<file path="src/inc/iowd_pkg.sv">
// package for the io card bus watchdog: constants, timing and state carriers
// assumes a single 25 MHz core clock and synchronous active-low reset
`default_nettype none
package iowd_pkg;
    // ************
    // timing
    // ************
    localparam int unsigned CLK_PERIOD_NS = 40;
    localparam logic [31:0] TRIP_TIMEOUT_RESET_NS = 32'h3B9A_CA00;
    localparam int unsigned PIN_COUNT = 72;
    localparam logic [31:0] CYCLE_ONE = 32'h0000_0001;
    localparam logic [31:0] CYCLE_ZERO = 32'h0000_0000;
    localparam logic [31:0] NS_ROUND = 32'h0000_0027;
    localparam logic [31:0] NS_PER_CYCLE = 32'h0000_0028;

    // ************
    // states, one-hot
    // ************
    typedef enum logic [1:0] {
        WD_RUN = 2'b01,
        WD_TRIPPED = 2'b10
    } iowd_state_type;

    typedef struct packed {
        logic [PIN_COUNT-1:0] value;
        logic [PIN_COUNT-1:0] enable;
    } iowd_pins_type;

    typedef struct packed {
        logic [31:0] limit;
        logic [31:0] elapsed;
        iowd_state_type state;
        logic tripped;
        logic hostLinkOn;
        logic tripPulse;
    } iowd_core_type;
endpackage
`default_nettype wire

</file>
<file path="src/hw/iowd_sync.sv">
// two-flop synchroniser for asynchronous level inputs
// assumes the input comes from outside the core clock domain
`default_nettype none
module iowd_sync import iowd_pkg::*; #(
    parameter int WIDTH = 1
) (
    // clock and reset
    input wire logic core_clk,
    input wire logic rst_n,
    // data
    input wire logic [WIDTH-1:0] asyncIn,
    output logic [WIDTH-1:0] syncOut
);
    typedef struct packed {
        logic [WIDTH-1:0] stage1;
        logic [WIDTH-1:0] stage2;
    } iowd_sync_type;
    iowd_sync_type sync_reg;
    iowd_sync_type sync_next;

    always_comb begin
        sync_next.stage1 = asyncIn;
        sync_next.stage2 = sync_reg.stage1;
    end

    always_ff @(posedge core_clk) begin
        if (!rst_n) begin
            sync_reg <= '0;
        end else begin
            sync_reg <= sync_next;
        end
    end

    assign syncOut = sync_reg.stage2;
endmodule
`default_nettype wire

</file>
<file path="src/hw/iowd_watchdog.sv">
// io card bus watchdog: times host refreshes and releases the io pins on trip
// assumes refresh, clear and timeout writes come from host logic on core_clk;
// io pad inputs are asynchronous and the pads add the weak pull-up
`default_nettype none
module iowd_watchdog import iowd_pkg::*; (
    // clock and reset
    input wire logic core_clk,
    input wire logic rst_n,
    // host side
    input wire logic refreshStrobe,
    input wire logic timeoutWrite,
    input wire logic [31:0] timeoutData,
    input wire logic flagWrite,
    input wire logic flagData,
    output logic trippedFlag,
    output logic hostLinkOn,
    output logic [31:0] tripTimeout,
    // module side
    input wire iowd_pins_type modulePins,
    output logic [PIN_COUNT-1:0] padToModule,
    // io pads
    input wire logic [PIN_COUNT-1:0] padIn,
    output logic [PIN_COUNT-1:0] padOut,
    output logic [PIN_COUNT-1:0] padOe
);
    // ************
    // state
    // ************
    iowd_core_type core_reg;
    iowd_core_type core_next;
    iowd_pins_type pads_reg;
    iowd_pins_type pads_next;
    logic [31:0] timeout_reg;
    logic [31:0] timeout_next;
    logic [31:0] limitCalc;
    logic [PIN_COUNT-1:0] padSync;

    iowd_sync #(.WIDTH(PIN_COUNT)) u_pad_sync (
        .core_clk(core_clk),
        .rst_n(rst_n),
        .asyncIn(padIn),
        .syncOut(padSync)
    );

    // ************
    // next state
    // ************
    always_comb begin
        core_next = core_reg;
        pads_next = pads_reg;
        timeout_next = timeout_reg;
        limitCalc = CYCLE_ZERO;
        core_next.tripPulse = 1'b0;
        // timeout writes are accepted in either state
        if (timeoutWrite) begin
            timeout_next = timeoutData;
        end
        // ceiling of ns / period; a zero timeout still gives one cycle
        limitCalc = (timeout_reg / NS_PER_CYCLE)
            + ((timeout_reg % NS_PER_CYCLE) != CYCLE_ZERO ? CYCLE_ONE : CYCLE_ZERO);
        if (limitCalc == CYCLE_ZERO) begin
            limitCalc = CYCLE_ONE;
        end
        core_next.limit = limitCalc;
        case (core_reg.state)
            WD_RUN: begin
                if (refreshStrobe) begin
                    core_next.elapsed = CYCLE_ZERO;
                end else if (core_reg.elapsed >= core_reg.limit) begin
                    core_next.state = WD_TRIPPED;
                    core_next.tripped = 1'b1;
                    core_next.tripPulse = 1'b1;
                    core_next.hostLinkOn = 1'b0;
                end else begin
                    core_next.elapsed = core_reg.elapsed + CYCLE_ONE;
                end
            end
            WD_TRIPPED: begin
                // clear only honoured while the flag is true
                if (flagWrite && !flagData && core_reg.tripped) begin
                    core_next.state = WD_RUN;
                    core_next.tripped = 1'b0;
                    core_next.hostLinkOn = 1'b1;
                    core_next.elapsed = CYCLE_ZERO;
                end
            end
            default: begin
                core_next.state = WD_TRIPPED;
                core_next.tripped = 1'b1;
                core_next.hostLinkOn = 1'b0;
            end
        endcase
        // pins follow the state being entered, so release is same-cycle as flag
        if (core_next.state == WD_TRIPPED) begin
            pads_next.enable = '0;
            pads_next.value = '0;
        end else begin
            pads_next = modulePins;
        end
    end

    always_ff @(posedge core_clk) begin
        if (!rst_n) begin
            core_reg.limit <= CYCLE_ONE;
            core_reg.elapsed <= CYCLE_ZERO;
            core_reg.state <= WD_RUN;
            core_reg.tripped <= 1'b0;
            core_reg.hostLinkOn <= 1'b1;
            core_reg.tripPulse <= 1'b0;
            pads_reg <= '0;
            timeout_reg <= TRIP_TIMEOUT_RESET_NS;
        end else begin
            core_reg <= core_next;
            pads_reg <= pads_next;
            timeout_reg <= timeout_next;
        end
    end

    // ************
    // outputs
    // ************
    // modules always see the pads, so counters keep counting when tripped
    assign padToModule = padSync;
    assign padOut = pads_reg.value;
    assign padOe = pads_reg.enable;
    assign trippedFlag = core_reg.tripped;
    assign hostLinkOn = core_reg.hostLinkOn;
    assign tripTimeout = timeout_reg;
endmodule
`default_nettype wire

</file>
<file path="config.mk">
export PLATFORM = sky130hd
export DESIGN_NAME = iowd_watchdog
export DESIGN_NICKNAME = d
export VERILOG_FILES = /design/src/inc/iowd_pkg.sv /design/src/hw/iowd_sync.sv /design/src/hw/iowd_watchdog.sv
export SDC_FILE = /design/constraint.sdc
export NUM_CORES = 1
export LEC_CHECK = 0
export BUFFER_PORTS_ARGS = -buffer_cell sky130_fd_sc_hd__buf_4
export CORE_ASPECT_RATIO = 1.5
export CORE_MARGIN = 4
export CORE_UTILIZATION = 41
export CTS_CLUSTER_DIAMETER = 60
export DETAILED_ROUTE_END_ITERATION = 8
export PLACE_DENSITY = 0.65
export SLEW_MARGIN = 20
export SYNTH_ARGS = -nofsm -noshare
export SYNTH_HDL_FRONTEND = slang
export SYNTH_SLANG_ARGS = --single-unit
</file>
<file path="constraint.sdc">
create_clock -name core_clk -period 24.1 [get_ports core_clk]
set_input_delay 4.82 -clock core_clk [delete_from_list [all_inputs] [get_ports core_clk]]
set_output_delay 4.82 -clock core_clk [all_outputs]
set_load 0.02 [all_outputs]
</file>
* Word level (Yosys, flattened, before mapping)
Index checks and enable logic that the tools add are counted.
** Storage, ports and cells
- Word-level logic and storage cells :: 41
- Register bits after elaboration :: 388
** Operators by class
- Bitwise gates (word level) :: 1
- Divide/modulo/power cells :: 2
- Add/subtract/negate cells :: 2
- Mux-type cells :: 8
- Reduce and logical (&&, ||, !) cells :: 10
- Equality and inequality tests :: 7
- Magnitude comparators :: 1
** Operators with widths (count)
- $mux W32 :: 2
- $pmux W32 S2 :: 1
- $mux W36 :: 1
- $add A32 B1 Y32 :: 1
- $add A32 B1 Y32 const B :: 1
- $div A32 B6 Y32 const B :: 1
- $ge A32 B32 Y1 :: 1
- $logic_not A32 Y1 :: 1
- $mod A32 B6 Y32 const B :: 1
- $reduce_bool A32 Y1 :: 1
- $mux W5 :: 2
- $pmux W4 S2 :: 1
- $ne A2 B2 Y1 const B :: 3
- $reduce_and A3 Y1 :: 2
- $eq A2 B2 Y1 const B :: 2
- $reduce_or A2 Y1 :: 2
- $ne A3 B3 Y1 const B :: 1
- $eq A2 B1 Y1 const B :: 1
- $logic_and A1 B1 Y1 :: 2
- $reduce_bool A2 Y1 :: 1
- $logic_not A1 Y1 :: 1
- $mux W1 :: 1
- $not A1 Y1 :: 1

* Depth between registers and ports, before layout
- Depth in word-level cells :: 7
- Depth in mapped cells :: 58
- Depth with buffers taken out :: 47

* Modules after synthesis
From an unflattened synthesis, not the netlist that was laid out.
** Second synthesis, totals
- Cells, all modules :: 2093
- Area, all modules :: 18674.2 µm²
** Modules (own cells, without submodules)
- iowd_watchdog :: instances 1, cells an instance 1790, area an instance 14771.7 µm², seq. area each 4804.6 µm²
- iowd_sync :: instances 1, cells an instance 303, area an instance 3902.5 µm², seq. area each 2882.8 µm²

* Worst setup path after synthesis
OpenSTA, ideal clock, no wires.
- Kind :: register to register
- Start :: register timeout_reg[30], in the netlist tripTimeout[30]
- End :: register core_reg[37] (netlist name)
- Setup slack :: 12040 ps
- Path buffers :: 7
- Required time :: 24004 ps
- Stages on the path, launching flop included :: 55
- Setup time :: 96 ps
- Arrival time :: 11964 ps
- Cell sequence :: dfxtp_1 buf_4 nand2b_1 buf_2 mux2i_1 a211o_1 or4_1 o2111ai_2 o31a_2 nor3_1 a211o_1 o21a_1 a221o_1 a311oi_4 o21ai_1 and3_1 o21ai_2 nor3_2 [19 not listed] xnor2_1 mux2i_1 a21boi_0 o21ai_0 mux2i_1 nand3_1 ha_1 ha_1 clkbuf_1 nand2_1 a41o_1 a221oi_2 xnor2_1 a2111o_1 a221o_1 a2111oi_2 nand4_1 o41ai_2
** Between the ends
- Longest elaborated chain between the ends :: 6
- Elaborated cells between the ends (all ways) :: 7
- Classes of those cells :: add/sub (1); div (2); mux (1); reduce/logical (3)
** Ends and longest elaborated chain
- start: declaration :: line iowd_watchdog.sv:33 : logic [31:0] timeout_reg;
- start signal: assignment :: line iowd_watchdog.sv:115 : timeout_reg <= timeout_next;
- $mod A32 B6 Y32 :: line iowd_watchdog.sv:60 : + ((timeout_reg % NS_PER_CYCLE) != CYCLE_ZERO ? CYCLE_ONE : CYCLE_ZERO);
- $reduce_bool A32 Y1 :: line iowd_watchdog.sv:60
- $mux W1 :: line iowd_watchdog.sv:60
- $add A32 B1 Y32 (*) :: line iowd_watchdog.sv:60
- $logic_not A32 Y1 :: line iowd_watchdog.sv:61 : if (limitCalc == CYCLE_ZERO) begin
- $reduce_or A2 Y1 (no source line)
- end signal: assignment :: line iowd_watchdog.sv:113 : core_reg <= core_next;
- end: declaration :: line iowd_watchdog.sv:29 : iowd_core_type core_reg;
Mark *: on every way between the ends. The rest lies on a longest branch, timed or not.
A chain may end at the register's enable or synchronous reset.

* Worst setup path after layout
- Start :: register timeout_reg[27], in the netlist tripTimeout[27]
- End :: register core_reg[37] (netlist name)
The elaborated chain is that of the path after synthesis.

==> impl_results.md <==
* Leak at 10.1 nW
* Routed wl met2 at 30900 um
* Syn_area_per_cell at 9.18 sq um
* Clock power frac at 17.0%
* CP Launch Type: flip-flop
* Fin util at 54.7%
* Worst Tran Pin Value at 1000 ps
* Post-synth top area share at 44.4%
* Post-synthesis xor/xnor area fraction at 4.11%
* Max stage delay on crit path at 890 ps
* Metal-1 WL at 20700 um
* Worst-path clk slew at 70 ps
* Postcts setup bufs at 0
* Hold WC Path Type: reg2reg
* Total gr overflow at 0
* Max Clock Freq at 0.0651 GHz
* DR vias at 15100
* Residual DRC at 0
* Top post-synthesis cells by count: 384 x dfxtp_1, 309 x and2_1, 146 x nor2_1, 97 x clkbuf_1, 94 x nand2_1
* First-pass GRT wire length at 86600 um
* Tcrit/Tclk final at 63.7%
* CTS tree: done
* Worst Setup End Kind: flip-flop
* Synth Area in Adders at 2.56%
* Die X at 176 um
* Via-to-Cell Ratio at 5.21
* Area after DPL at 21300 sq um
* Seq/Total Area, Yosys at 44.4%
* Final Hold Fails at 0
* Root buf cell: clkbuf_16
* # IOs at 504
* Met3 WL at 4620 um
* Layout cell share with drive strength beyond 1 at 27.5%
* RePlAce Congestion at 0.923
* Initial DRC Count at 1059
* CTS buffer count at 39
* Initial Utilization at 41.7%
* WP data required at 24550 ps
* Synth area leaders: dfxtp_1 44%, and2_1 11%, nor2_1 3.2%
* Post-synthesis async set-or-reset flop share at 0%
* DRT Pass-1 Iters at 5
* YS warnings at 0
* IO Port Bufs at 503
* Synthesized instance count at 1885
* Critical Path AT at 15810 ps
* RSZ-0062 raised after global routing: no
* Slowest library cell on the worst path: a211oi_2
* Vias in the first global route at 14700
* Mapped cell area at 17300 sq um
* Worst Skew at 13.7 ps
* Clk sinks at 384
* Clk_lat worst skew at 550 ps
* Clock Path Buffers at 3
* DP HPWL at 44600 um
* Core Footprint at 41400 sq um
* EDFF count, synth at 0
* Number of antenna violations at the first check in global routing at 8
* Yosys cell types at 119
* Non-filler cells in the finished layout at 2904
* TNS Setup at 0 ps
* Power density cells at 159 nW/um^2
* Mux share of post-synthesis cell area at 2.86%
* Pin count of the biggest net entering global routing at 97
* Outcome: completed
* Highest routed layer: met5
* Most frequent cell after synthesis: dfxtp_1
* Final Power at 3.60 mW
* Design area at 22700 sq um
* CP max FO at 17
* CTS resizes at 0
* Chip height at 260 um
* H-tree depth at 2
* Synth-to-layout area growth at 30.9%
* Fin nets at 2599
* FF-to-FF setup slack at 8740 ps
* Relative slew margins at 33.0%
* Final Max Tran Viols at 0
* GRT Overall Usage at 24.0%
* Post-synth top area cell: dfxtp_1
* Peak VDD IR at 226 uV
* Combinational share of power at 61.5%
* Switch share at 46.1%
* Syn_nets at 2172
* Switching power at 1.66 mW
* Rows at 91
* Hold buffer count at cts at 0
* Sequential power share at 21.5%
* Detailed Route WL at 58000 um
* MaxCap Viol Count at 0
* Wire per inst at 20.0 um
* #FFs+latches synth at 384
* Die area at 45600 sq um
* Main synth FF type: dfxtp_1
* Compound-Gate Fraction of Synth Area at 15.5%
* Worst Path Class, Setup: reg2reg
* Placed cells at 2829
* Largest family of logic cells by synthesized area: simple AND/OR/NAND/NOR gates
* Post-route ant nets at 0
* Final setup fails at 0
* Simple logic cell fraction of the synthesized area at 26.1%
* Fin crit period at 15360 ps
* Pint at 1.94 mW
## power by group through the flow
stage | combinational [mW] | sequential (mW) | clock [mW]
global route | 2.42 | 0.782 | 0.656
detailed placement | 2.19 | 0.785 | 0
floorplan | 1.61 | 0.851 | 0
CTS | 2.20 | 0.772 | 0.629
global placement | 2.17 | 0.785 | 0
finish | 2.22 | 0.772 | 0.612
## cells by family after synthesis
kind of cell | count (synthesis)
flip-flops | 384
other | 1
AND/OR/NAND/NOR | 808
multiplexers | 46
adder cells (fa/ha/maj) | 36
AO/OA/AOI/OAI | 345
buffers and inverters | 187
XOR/XNOR | 78
## final timing paths
kind	cells past startpoint	to	startpoint
max	48	core_reg[37]$_SDFF_PP1_	tripTimeout[27]$_SDFFE_PN1P_
min	1	u_pad_sync.syncOut[13]$_SDFF_PN0_	u_pad_sync.sync_next[13]$_SDFF_PN0_
max reg2reg	48	core_reg[37]$_SDFF_PP1_	tripTimeout[27]$_SDFFE_PN1P_
min reg2reg	1	u_pad_sync.syncOut[13]$_SDFF_PN0_	u_pad_sync.sync_next[13]$_SDFF_PN0_
## area by class of cell
cell class                      instances  area [sq um]
Clock inverter                         18           204
Tap cell                              558           698
Clock buffer                           53          1110
Fill cell                            3853         18800
Sequential cell                       384          7690
Antenna cell                            4          10.0
Timing Repair Buffer                  514          3860
Multi-Input combinational cell       1314          8870
Inverter                               59           221
## worst max-delay path, delay by kind of cell, from the launching register on
family | cells | cell delay (ps)
DFF | 1 | 610
and+or+nand+nor | 10 | 2810
xor gates and xnor gates | 3 | 1070
buffers and inverters | 2 | 420
muxes | 3 | 710
adders and majority gates | 2 | 550
AOI/OAI and AO/OA | 28 | 9060
## metrics by stage
stage          worst slack, ps  hold WS, ps
6_report                  8740          425
4_1_cts                   9040          432
5_1_grt                   7420          442
2_1_floorplan            12040          412
3_3_place_gp              9540          413
3_5_place_dp              9110          417
## metal layers
metal  track usage, %  up-vias
met1             25.4     7104
met4             7.43        6
met5                0        -
li1                 -     7410
met3             6.50       92
met2             45.9      531
## cell usage in the layout (no fill, tap or decap), types with 6 or more instances in the layout
cell type | Yosys | final
a2111oi_0 | 7 | 7
a211o_1 | 6 | 6
a211oi_1 | 14 | 14
a21boi_0 | 7 | 7
a21o_1 | 34 | 34
a21oi_1 | 45 | 44
a31oi_1 | 15 | 15
and2_1 | 309 | 309
and3_1 | 26 | 26
buf_4 | 6 | 514
clkbuf_1 | 97 | 6
clkbuf_16 | 0 | 39
clkbuf_8 | 0 | 8
clkinv_2 | 0 | 6
dfxtp_1 | 384 | 384
ha_1 | 33 | 33
inv_1 | 56 | 56
mux2i_1 | 39 | 39
nand2_1 | 94 | 94
nand2b_1 | 10 | 10
nand3_1 | 62 | 62
nand3b_1 | 6 | 6
nand4_1 | 29 | 29
nor2_1 | 146 | 146
nor2b_1 | 10 | 10
nor3_1 | 37 | 37
nor4_1 | 14 | 14
o2111ai_1 | 6 | 6
o211ai_1 | 30 | 30
o21a_1 | 8 | 8
o21ai_0 | 46 | 45
o21ai_1 | 5 | 6
o31ai_1 | 11 | 11
or3_1 | 7 | 7
or4_1 | 8 | 8
xnor2_1 | 46 | 45
xor2_1 | 29 | 29
Power figures use the tool's default switching activity.
